$ cat src/rtl/i2c_slave_defines.svh
// constants for the two-wire register access slave
`ifndef I2C_SLAVE_DEFINES_SVH
`define I2C_SLAVE_DEFINES_SVH

// own slave address after power-up
`define SLAVE_ADDR_DEFAULT 7'h0D

// command byte codes
`define CMD_BLOCK_WRITE    8'hA0
`define CMD_BLOCK_READ     8'hA1
`define CMD_POINTER        8'hB0

// pointer value after reset
`define POINTER_RESET      8'h00

// bit counter value of the last bit in a byte
`define BIT_LAST           3'h7
`define BIT_FIRST          3'h0

// byte counter values
`define COUNT_ZERO         8'h00
`define COUNT_ONE          8'h01
`define STEP_ONE           8'h01

// write fifo shape: register address and data per entry
`define WR_FIFO_WIDTH      16
`define WR_FIFO_DEPTH      8

`endif

$ cat src/rtl/i2c_slave_pkg.sv
// types shared by the two-wire register access slave
package i2c_slave_pkg;

  // serial engine states
  typedef enum logic [2:0] {
    ST_IDLE   = 3'b000,
    ST_ADDR   = 3'b001,
    ST_WRITE  = 3'b010,
    ST_ACK    = 3'b011,
    ST_READ   = 3'b100,
    ST_MACK   = 3'b101,
    ST_IGNORE = 3'b110
  } link_state_t;

  // meaning of the next byte in a write transfer
  typedef enum logic [2:0] {
    WM_CMD    = 3'b000,
    WM_PTR    = 3'b001,
    WM_REG    = 3'b010,
    WM_BWCNT  = 3'b011,
    WM_BWDATA = 3'b100,
    WM_BRCNT  = 3'b101,
    WM_DONE   = 3'b110
  } write_mode_t;

endpackage : i2c_slave_pkg

$ cat src/rtl/reg_write_fifo.sv
// shift-register fifo carrying register writes to the user side
`timescale 1ns/1ps
`default_nettype none

module reg_write_fifo #(
  parameter int WIDTH = 16,
  parameter int DEPTH = 8
) (
  input  wire logic             clk_sys,
  input  wire logic             reset_n,
  input  wire logic             in_valid,
  output var  logic             in_ready,
  input  wire logic [WIDTH-1:0] in_data,
  output var  logic             out_valid,
  input  wire logic             out_ready,
  output var  logic [WIDTH-1:0] out_data
);

  // whole fifo state: entries and their valid flags, head at index 0
  typedef struct packed {
    logic [DEPTH-1:0][WIDTH-1:0] mem;  // entry storage
    logic [DEPTH-1:0]            vld;  // entry occupied
  } fifo_state_t;

  fifo_state_t s;       // registered state
  fifo_state_t next_s;  // next state

  // flags straight from the flops: full when the top slot is taken
  assign in_ready  = ~s.vld[DEPTH-1];
  assign out_valid = s.vld[0];
  assign out_data  = s.mem[0];

  // pop shifts everything down, push fills the lowest free slot
  always_comb begin
    logic placed;
    placed = 1'b0;
    next_s = s;
    if (s.vld[0] && out_ready) begin
      // shift only inside the array, top slot empties
      for (int i = 0; i < DEPTH-1; i++) begin
        next_s.mem[i] = s.mem[i+1];
        next_s.vld[i] = s.vld[i+1];
      end
      next_s.vld[DEPTH-1] = 1'b0;
    end
    if (in_valid && ~s.vld[DEPTH-1]) begin
      for (int i = 0; i < DEPTH; i++) begin
        if (!placed && !next_s.vld[i]) begin
          next_s.mem[i] = in_data;
          next_s.vld[i] = 1'b1;
          placed        = 1'b1;
        end
      end
    end
  end

  // state register
  always_ff @(posedge clk_sys or negedge reset_n) begin
    if (!reset_n) begin
      s <= '0;
    end else begin
      s <= next_s;
    end
  end

endmodule : reg_write_fifo

`default_nettype wire

$ cat src/rtl/i2c_reg_slave.sv
// two-wire slave giving an outside master access to the register space
//
// Notes on behaviour
// - answer to slave address 0x0D after reset
// - shift eight bits msb first, last is direction
// - pull data low through ninth pulse to acknowledge
// - nine pulses per byte, receiver acknowledges
// - data moves only while clock low; rise stops
// - first written byte is command or register address
// - no commands when reading; prior write sets up
// - read ends with master no-ack then stop
// - decode block write, block read, pointer codes
// - register address then data stores one register
// - pointer command loads pointer from next byte
// - block write takes count then that many bytes
// - plain read returns one byte at pointer
// - block read: count, repeated start, counted bytes
`timescale 1ns/1ps
`default_nettype none
`include "i2c_slave_defines.svh"

module i2c_reg_slave
  import i2c_slave_pkg::*;
(
  input  wire logic        clk_sys,
  input  wire logic        reset_n,
  input  wire logic        scl_in,
  input  wire logic        sda_in,
  output var  logic        sda_out,
  output var  logic        sda_oe,
  output var  logic        wr_valid,
  input  wire logic        wr_ready,
  output var  logic [7:0]  wr_addr,
  output var  logic [7:0]  wr_data,
  output var  logic [7:0]  rd_addr,
  input  wire logic [7:0]  rd_data
);

  // whole engine state
  typedef struct packed {
    logic        scl_s1;   // clock sync, first stage
    logic        scl_s2;   // clock sync, second stage
    logic        scl_d;    // clock, one cycle older
    logic        sda_s1;   // data sync, first stage
    logic        sda_s2;   // data sync, second stage
    logic        sda_d;    // data, one cycle older
    link_state_t state;    // serial engine state
    write_mode_t mode;     // what the next written byte means
    logic [2:0]  bit_cnt;  // bits seen in the current byte
    logic        full;     // eight bits done, awaiting clock fall
    logic [7:0]  shreg;    // shift register, both directions
    logic        rw;       // direction of the current transfer
    logic        mack;     // master acknowledged the sent byte
    logic [7:0]  ptr;      // address pointer
    logic [7:0]  reg_addr; // address of a single register write
    logic [7:0]  count;    // block byte counter
    logic        blk_rd;   // block read armed for next read
    logic        push;     // write request into the fifo
    logic [15:0] push_data;// address and data of that request
    logic        oe;       // pulling the data line low
    logic        dout;     // level driven while pulling
  } eng_state_t;

  eng_state_t s;       // registered state
  eng_state_t next_s;  // next state

  logic fifo_in_ready;        // fifo has room
  logic [15:0] fifo_out_data; // head entry

  // line events, from the second sync stage against its one-cycle-older copy
  logic scl_rise;  // clock went high
  logic scl_fall;  // clock went low
  logic start_ev;  // data fell while clock high
  logic stop_ev;   // data rose while clock high

  assign scl_rise = s.scl_s2 & ~s.scl_d;
  assign scl_fall = ~s.scl_s2 & s.scl_d;
  assign start_ev = s.scl_s2 & s.scl_d & s.sda_d & ~s.sda_s2;
  assign stop_ev  = s.scl_s2 & s.scl_d & ~s.sda_d & s.sda_s2;

  // pin outputs straight from flops
  assign sda_oe  = s.oe;
  assign sda_out = s.dout;
  assign rd_addr = s.ptr;
  assign wr_addr = fifo_out_data[15:8];
  assign wr_data = fifo_out_data[7:0];

  // buffer between the serial side and the register side
  reg_write_fifo #(
    .WIDTH (`WR_FIFO_WIDTH),
    .DEPTH (`WR_FIFO_DEPTH)
  ) u_wr_fifo (
    .clk_sys   (clk_sys),
    .reset_n   (reset_n),
    .in_valid  (s.push),
    .in_ready  (fifo_in_ready),
    .in_data   (s.push_data),
    .out_valid (wr_valid),
    .out_ready (wr_ready),
    .out_data  (fifo_out_data)
  );

  // serial engine: sync, edge events, byte framing and command decode
  always_comb begin
    logic ack;
    ack    = 1'b0;
    next_s = s;
    next_s.push   = 1'b0;
    next_s.dout   = 1'b0;
    // two-stage synchronisers, then one delay for edges
    next_s.scl_s1 = scl_in;
    next_s.scl_s2 = s.scl_s1;
    next_s.scl_d  = s.scl_s2;
    next_s.sda_s1 = sda_in;
    next_s.sda_s2 = s.sda_s1;
    next_s.sda_d  = s.sda_s2;

    if (start_ev) begin
      // start or repeated start: new address byte follows
      next_s.state   = ST_ADDR;
      next_s.bit_cnt = `BIT_FIRST;
      next_s.full    = 1'b0;
      next_s.mode    = WM_CMD;
      next_s.oe      = 1'b0;
    end else if (stop_ev) begin
      // stop: release the line, drop any armed block read
      next_s.state  = ST_IDLE;
      next_s.mode   = WM_CMD;
      next_s.oe     = 1'b0;
      next_s.blk_rd = 1'b0;
      next_s.full   = 1'b0;
    end else begin
      unique case (s.state)
        ST_IDLE, ST_IGNORE: begin
          // wait for a start; line stays released
          next_s.oe = 1'b0;
        end

        ST_ADDR, ST_WRITE: begin
          // sample on rising clock, msb first
          if (scl_rise) begin
            next_s.shreg   = {s.shreg[6:0], s.sda_s2};
            next_s.bit_cnt = s.bit_cnt + 3'h1;
            if (s.bit_cnt == `BIT_LAST) begin
              next_s.full = 1'b1;
            end
          end
          // act in the low phase before the ninth pulse
          if (scl_fall && s.full) begin
            next_s.full = 1'b0;
            if (s.state == ST_ADDR) begin
              // address byte: match own address or go quiet
              if (s.shreg[7:1] == `SLAVE_ADDR_DEFAULT) begin
                next_s.rw    = s.shreg[0];
                next_s.oe    = 1'b1;
                next_s.state = ST_ACK;
              end else begin
                next_s.state = ST_IGNORE;
              end
            end else begin
              // written byte: meaning depends on position
              unique case (s.mode)
                WM_CMD: begin
                  ack = 1'b1;
                  if (s.shreg == `CMD_BLOCK_WRITE) begin
                    next_s.mode = WM_BWCNT;
                  end else if (s.shreg == `CMD_BLOCK_READ) begin
                    next_s.mode = WM_BRCNT;
                  end else if (s.shreg == `CMD_POINTER) begin
                    next_s.mode = WM_PTR;
                  end else begin
                    next_s.reg_addr = s.shreg;
                    next_s.mode     = WM_REG;
                  end
                end
                WM_PTR: begin
                  ack         = 1'b1;
                  next_s.ptr  = s.shreg;
                  next_s.mode = WM_DONE;
                end
                WM_REG: begin
                  // one data byte to the addressed register
                  ack = fifo_in_ready;
                  if (fifo_in_ready) begin
                    next_s.push      = 1'b1;
                    next_s.push_data = {s.reg_addr, s.shreg};
                  end
                  next_s.mode = WM_DONE;
                end
                WM_BWCNT: begin
                  ack          = 1'b1;
                  next_s.count = s.shreg;
                  next_s.mode  = (s.shreg == `COUNT_ZERO) ? WM_DONE : WM_BWDATA;
                end
                WM_BWDATA: begin
                  // counted data, pointer relies on prior pointer command
                  ack = fifo_in_ready;
                  if (fifo_in_ready) begin
                    next_s.push      = 1'b1;
                    next_s.push_data = {s.ptr, s.shreg};
                    next_s.ptr       = s.ptr + `STEP_ONE;
                    next_s.count     = s.count - `STEP_ONE;
                    if (s.count == `COUNT_ONE) begin
                      next_s.mode = WM_DONE;
                    end
                  end
                end
                WM_BRCNT: begin
                  // arm a block read for the read after repeated start
                  ack           = 1'b1;
                  next_s.count  = s.shreg;
                  next_s.blk_rd = 1'b1;
                  next_s.mode   = WM_DONE;
                end
                WM_DONE: begin
                  ack = 1'b0;                 // surplus bytes refused
                end
              endcase
              next_s.oe    = ack;
              next_s.state = ST_ACK;
            end
          end
        end

        ST_ACK: begin
          // end of ninth pulse: release, then receive or send
          if (scl_fall) begin
            next_s.bit_cnt = `BIT_FIRST;
            if (s.rw) begin
              // read: commands impossible, pointer set beforehand
              next_s.shreg = rd_data;
              next_s.oe    = ~rd_data[7];
              next_s.state = ST_READ;
            end else begin
              next_s.oe    = 1'b0;
              next_s.state = ST_WRITE;
            end
          end
        end

        ST_READ: begin
          // bits change only on falling clock
          if (scl_rise) begin
            next_s.bit_cnt = s.bit_cnt + 3'h1;
            if (s.bit_cnt == `BIT_LAST) begin
              next_s.full = 1'b1;
            end
          end
          if (scl_fall) begin
            if (s.full) begin
              // byte sent: release for the master's acknowledge
              next_s.full  = 1'b0;
              next_s.oe    = 1'b0;
              next_s.state = ST_MACK;
              if (s.blk_rd && s.count != `COUNT_ZERO) begin
                next_s.ptr   = s.ptr + `STEP_ONE;
                next_s.count = s.count - `STEP_ONE;
              end
            end else begin
              next_s.shreg = {s.shreg[6:0], 1'b0};
              next_s.oe    = ~s.shreg[6];
            end
          end
        end

        ST_MACK: begin
          // master ack keeps reading, no-ack ends the read
          if (scl_rise) begin
            next_s.mack = ~s.sda_s2;
          end
          if (scl_fall) begin
            if (s.mack) begin
              next_s.shreg   = rd_data;
              next_s.oe      = ~rd_data[7];
              next_s.bit_cnt = `BIT_FIRST;
              next_s.state   = ST_READ;
            end else begin
              next_s.oe    = 1'b0;
              next_s.state = ST_IGNORE;
            end
          end
        end

        default: begin
          // unused code: fall back to idle
          next_s.state = ST_IDLE;
          next_s.oe    = 1'b0;
        end
      endcase
    end
  end

  // state register; the line idles high, so syncs reset high
  always_ff @(posedge clk_sys or negedge reset_n) begin
    if (!reset_n) begin
      s        <= '0;
      s.scl_s1 <= 1'b1;
      s.scl_s2 <= 1'b1;
      s.scl_d  <= 1'b1;
      s.sda_s1 <= 1'b1;
      s.sda_s2 <= 1'b1;
      s.sda_d  <= 1'b1;
      s.ptr    <= `POINTER_RESET;
    end else begin
      s <= next_s;
    end
  end

endmodule : i2c_reg_slave

`default_nettype wire

$ cat config.mk
export PLATFORM = sky130hd
export DESIGN_NAME = i2c_reg_slave
export DESIGN_NICKNAME = d
export VERILOG_FILES = /design/src/rtl/i2c_slave_pkg.sv /design/src/rtl/reg_write_fifo.sv /design/src/rtl/i2c_reg_slave.sv
export VERILOG_INCLUDE_DIRS = /design/src /design/src/rtl
export SDC_FILE = /design/constraint.sdc
export NUM_CORES = 1
export LEC_CHECK = 0
export BUFFER_PORTS_ARGS = -buffer_cell sky130_fd_sc_hd__buf_4
export CAP_MARGIN = 20
export CORE_ASPECT_RATIO = 0.9
export CORE_MARGIN = 1
export CORE_UTILIZATION = 50
export DETAILED_ROUTE_END_ITERATION = 7
export GPL_ROUTABILITY_DRIVEN = 0
export PLACE_DENSITY_LB_ADDON = 0.2
export SYNTH_ARGS = -nofsm -noshare
export SYNTH_HDL_FRONTEND = slang
export SYNTH_SLANG_ARGS = --single-unit
$ cat constraint.sdc
create_clock -name clk_sys -period 2 [get_ports clk_sys]
set_input_delay 0.4 -clock clk_sys [delete_from_list [all_inputs] [get_ports clk_sys]]
set_output_delay 0.4 -clock clk_sys [all_outputs]
set_load 0.01 [all_outputs]
-- Yosys cells after proc, flatten, opt, wreduce, memory -nomap -nowiden
Cells that the tools add are included.
W data, S select, Z words.
- word-level logic and storage cells: 272
- output and inout bits: 27
- flip-flop bits (word level): 205
- input bits: 13
- add/subtract/negate cells: 3
- multiplexer cells: 108
- bitwise operators: 20
- equality and inequality tests: 52
- reduce and logical (&&, ||, !) cells: 60
- operators with widths (kind ; count):
    $mux W120 ; 2
    $mux W8 ; 17
    $mux W16 ; 7
    $mux W17 ; 4
    $pmux W8 S2 ; 4
    $mux W3 ; 17
    $mux W43 ; 1
    $mux W42 ; 1
    $mux W1 ; 37
    $pmux W17 S2 ; 1
    $pmux W8 S4 ; 1
    $ne A2 B2 Y1 const B ; 15
    $reduce_and A10 Y1 ; 3
    $ne A4 B4 Y1 const B ; 7
    $eq A8 B8 Y1 const B ; 3
    $ne A3 B3 Y1 const B ; 8
    $pmux W3 S4 ; 2
    $eq A3 B3 Y1 const B ; 7
    $mux W18 ; 1
    $reduce_and A6 Y1 ; 3
    $pmux W3 S5 ; 1
    $logic_not A1 Y1 ; 14
    $not A1 Y1 ; 13
    $eq A3 B2 Y1 const B ; 4
    37 further kinds ; 70

-- Logic depth before layout (Yosys ltp)
- depth in word-level cells: 32
- gate-level depth with buffers: 9
- mapped depth without buffers: 6

-- Cells and area by module
Synthesis repeated with hierarchy kept, for this count alone.
- cells, all modules: 1176
- area, all modules: 11055.6 µm²
- by module, submodules not included (module ; times used ; area each (µm²) ; seq. area each (µm²) ; cells an instance):
    reg_write_fifo ; 1 ; 6956.7 ; 3403.3 ; 734
    i2c_reg_slave ; 1 ; 4098.9 ; 1734.2 ; 442

-- Least setup slack after synthesis
Ideal clock, no wire load.
- path type: input-to-reg
- from: input port wr_ready
- to: register u_wr_fifo.s[127] (netlist name)
- data arrival time: 1952 ps
- stages: 7
- data required time: 1875 ps
- path buffers: 2
- setup slack: -77 ps
- setup time: 125 ps
- cells stage by stage: buf_6 a21bo_2 a21boi_4 nand2_4 nor4_4 buf_6 mux2_4
- longest elaborated chain between the ends: 31
- elaborated cells on any way between the ends: 38
- those cells by class: 15 x mux; 23 x reduce/logical
- RTL lines (element ; line ; text):
    from (decl) ; i2c_reg_slave.sv:32 ; input wire logic wr_ready,
    $logic_and A1 B1 Y1 * ; reg_write_fifo.sv:38 ; if (s.vld[0] && out_ready) begin
    $mux W120 * ; reg_write_fifo.sv:38 ;
    $mux W1 ; reg_write_fifo.sv:48 ; if (!placed && !next_s.vld[i]) begin
    $mux W1 ; reg_write_fifo.sv:46 ; if (in_valid && ~s.vld[DEPTH-1]) begin
    $logic_not A1 Y1 ; reg_write_fifo.sv:48 ;
    $logic_and A1 B1 Y1 ; reg_write_fifo.sv:48 ;
    $mux W1 ; reg_write_fifo.sv:48 ;
    $mux W1 ; reg_write_fifo.sv:46 ;
    [15 not listed] ; n/a ;
    $mux W1 ; reg_write_fifo.sv:46 ;
    $logic_not A1 Y1 ; reg_write_fifo.sv:48 ;
    $logic_and A1 B1 Y1 ; reg_write_fifo.sv:48 ;
    $mux W1 ; reg_write_fifo.sv:48 ;
    $mux W1 ; reg_write_fifo.sv:46 ;
    $logic_not A1 Y1 ; reg_write_fifo.sv:48 ;
    $logic_and A1 B1 Y1 * ; reg_write_fifo.sv:48 ;
    $reduce_and A2 Y1 (no source line) * ; n/a ;
    to (signal assigned) ; reg_write_fifo.sv:62 ; s <= next_s;
    to (decl) ; reg_write_fifo.sv:25 ; fifo_state_t s;
Every way passes the cells marked *; elsewhere a longest branch is shown, timed or not. The select of a mux whose other input is x is not followed.
A chain may end at the register's enable or synchronous reset.

-- Final worst setup path
- from: register s[58] (netlist name)
- to: register s[9] (netlist name)
- longest elaborated chain between the ends: 3
- elaborated cells on any way between the ends: 7
- those cells by class: 4 x eq/ne; 1 x mux; 2 x reduce/logical
- RTL lines (element ; line ; text):
    from (decl) ; i2c_reg_slave.sv:64 ; eng_state_t s;
    from (signal assigned) ; i2c_reg_slave.sv:305 ; s <= next_s;
    $eq A3 B2 Y1 / $eq A3 B3 Y1 (equally long branches) ; i2c_reg_slave.sv:162 ; unique case (s.mode)
    $ne A2 B2 Y1 (no source line) / $reduce_bool A2 Y1 (equally long branches) ; n/a ;
    $reduce_and A8 Y1 (no source line) ; n/a ;
Parallel ways exist; a longest one is shown, timed or not.

==> metrics.txt <==
status finished, violations left; failing checks setup timing; mapped cell area 0.0104 mm2; largest net degree at the start of global routing 67; clk slew on worst S/H paths 0.06 ns; Avg Inst Size Synth 10.3 um2; largest cells by area after synthesis dfrtp_1 48%, mux2i_1 12%, o21ai_0 5.0%; die width 154 um; top cell type's share of synthesized area 47.8%; P_leak 5.97 nW; RSZ-0062 raised after global routing true; post-DP HPWL 15300 um; Final Hold Fails 0; endpoints failing setup 2; area of the die 0.0214 mm2; dpl ws -0.185 ns; GRT Total Usage 21.6%; max-slew violations 0; CTS HTree Levels 1; CTS sink count 205; Seq cells post-synth 205; CP Data Required Time 2.40 ns; total iterations of the first detailed-routing run 5; syn_nets 1030; area leader, netlist dfrtp_1; r2r setup slk -0.02 ns; Cells after Synth 1011; First DRT Iteration DRCs 527; arrival time worst endpoint 2.42 ns; Core Region 0.0202 mm2; endpoint type of the worst setup path flip-flop; Hold Crit Class in -> reg; startpoint types flip-flop; period utilization 101%; Setup Skew 0.00871 ns; Rows 49; Post-synth EDFFs 0; max-capacitance violation count 0; top cells by count, synth 199 x dfrtp_1, 122 x mux2i_1, 117 x nand2_1; Post-layout nets 1079; CTS buffer count 24; wire length per cell 16.9 um; share of layout cells above drive strength 1 24.1%; Fillers 1656; routed wire length 22500 um; CTS Root Cell clkbuf_16; global-route wire length before repair 38100 um; final worst slack -0.0248 ns; routed vias/inst 5.69; Overall Power 9.63 mW; PD cells 784 mW/mm2; Die Height 139 um; asr flop ratio synth 100%; total gr overflow 0; initial antenna violation count 0; sequential share of the synthesized area 49.3%; Area growth syn-to-layout 18.0%; vias in the first global route 7340; CTS max path bufs 3; Residual DRC 0; # port buffers 38; Yosys cell types 73; Antenna Cells 0; end-of-flow core utilization 60.9%; final period demand of the worst path 2.02 ns; Top-Level Pins 40; Peak VDD IR 0.794 mV; Starting Density 51.6%; Rel. slew slack 50.9%; crit path kind reg -> reg; CP max FO 26; via count 7582; worst skew pair latency 0.52 ns; Tightest Pin Transition 0.736 ns; fmax 494 MHz; synth warn 0; Routed Antenna Nets 0; CTS tree built; most instantiated library cell after synthesis dfrtp_1; Synth Flop Type dfrtp_1
==> critical path, stage by stage (launching register included) <==
cell,delay (ns)
dfrtp_1,0.37
nor3b_1,0.43
buf_4,0.22
nor2_1,0.05
or3_4,0.38
buf_12,0.16
mux2_4,0.29
==> metal layers <==
layer	track usage [%]	vias to the layer above	wire length, um
li1	-	3674	-
met1	32.3	3680	11100
met2	33.3	182	10000
met3	2.53	46	819
met4	5.84	0	536
met5	0	-	0
==> kinds of logic after synthesis <==
logic type / synth area share, %
XOR/XNOR: 0.589
adder cells (fa/ha/maj): 0.721
buffers and inverters: 6.12
flip-flops: 49.3
AO/OA/AOI/OAI: 15.0
multiplexers: 16.5
other: 0.0360
AND/OR/NAND/NOR: 11.6
==> cell type report <==
type | instances | area (um2) | area share (%)
multi-input combinational | 681 | 4780 | 38.9
tap | 255 | 319 | 2.60
clock inverter | 12 | 141 | 1.15
inverter | 19 | 71.3 | 0.580
sequential | 205 | 5140 | 41.8
timing repair buffer | 129 | 1140 | 9.26
clock buffer | 32 | 701 | 5.70
==> state kept, by name, summed over array words and instances, names as in the netlist <==
name	cells
u_wr_fifo.s	119
s	56
u_wr_fifo.out_data	16
rd_addr	8
next_s	4
sda_oe	1
u_wr_fifo.out_valid	1
==> metrics by stage <==
| step | instance area, um2 | instances | TNS (ns) | hold slack, ns |
|---|---|---|---|---|
| floorplan | 10400 | 1011 | -0.710 | 0.104 |
| global placement | 11200 | 1278 | -0.647 | 0.344 |
| detailed placement | 11200 | 1278 | -0.939 | 0.347 |
| CTS | 12100 | 1326 | 0 | 0.184 |
| global route | 12300 | 1333 | -0.542 | 0.203 |
| finish | 12300 | 1333 | -0.0280 | 0.197 |
==> path summary, 6_finish.rpt <==
check                            from  depth (start not counted)               to
max                             s[58]                          6             s[9]
min                        rd_data[4]                          3            s[50]
max reg2reg                     s[58]                          6             s[9]
min reg2reg                next_s[68]                          0       next_s[67]
max in group asynchronous     reset_n                          3       next_s[65]
min in group asynchronous     reset_n                          2  u_wr_fifo.s[29]
==> what timing repair did <==
action	CTS	global route
gates resized for setup	6	27
buffers inserted	1	6
hold endpoints to repair	33	0
pin swaps	0	6
hold buffers	3	0
cloned	0	1
setup endpoints to repair	28	58
==> power by group <==
| part | total, mW | switching [mW] | leakage, nW | internal, mW |
|---|---|---|---|---|
| clock | 4.50 | 1.77 | 0.405 | 2.74 |
| sequential | 4.38 | 0.140 | 2.82 | 4.24 |
| combinational | 0.747 | 0.413 | 2.74 | 0.333 |
| total | 9.63 | 2.32 | 5.97 | 7.32 |
==> placed cells by master (no fill, tap or decap), types with 4 or more instances in the layout <==
| master | netlist | final |
|---|---|---|
| dfrtp_1 | 199 | 196 |
| mux2i_1 | 122 | 122 |
| nand2_1 | 117 | 114 |
| buf_4 | 29 | 110 |
| o21ai_0 | 104 | 102 |
| a21oi_1 | 57 | 54 |
| nor2_1 | 53 | 52 |
| mux2_2 | 31 | 31 |
| clkbuf_16 | 0 | 24 |
| inv_1 | 19 | 19 |
| nand3_1 | 16 | 16 |
| buf_12 | 0 | 12 |
| o2bb2ai_1 | 11 | 11 |
| a22oi_1 | 11 | 11 |
| mux2_4 | 10 | 10 |
| a22o_1 | 8 | 8 |
| clkbuf_8 | 0 | 8 |
| nor3_1 | 8 | 7 |
| o211ai_1 | 6 | 6 |
| ha_1 | 6 | 6 |
| dfstp_2 | 6 | 6 |
| o22ai_1 | 5 | 5 |
| and3_1 | 5 | 5 |
| nor3b_1 | 6 | 5 |
| a32oi_1 | 5 | 5 |
| a31oi_1 | 5 | 5 |
| nand3b_1 | 4 | 4 |
| xor2_1 | 4 | 4 |
| o311ai_1 | 1 | 4 |
| clkinvlp_4 | 0 | 4 |
(Power assumes the default switching activity.)
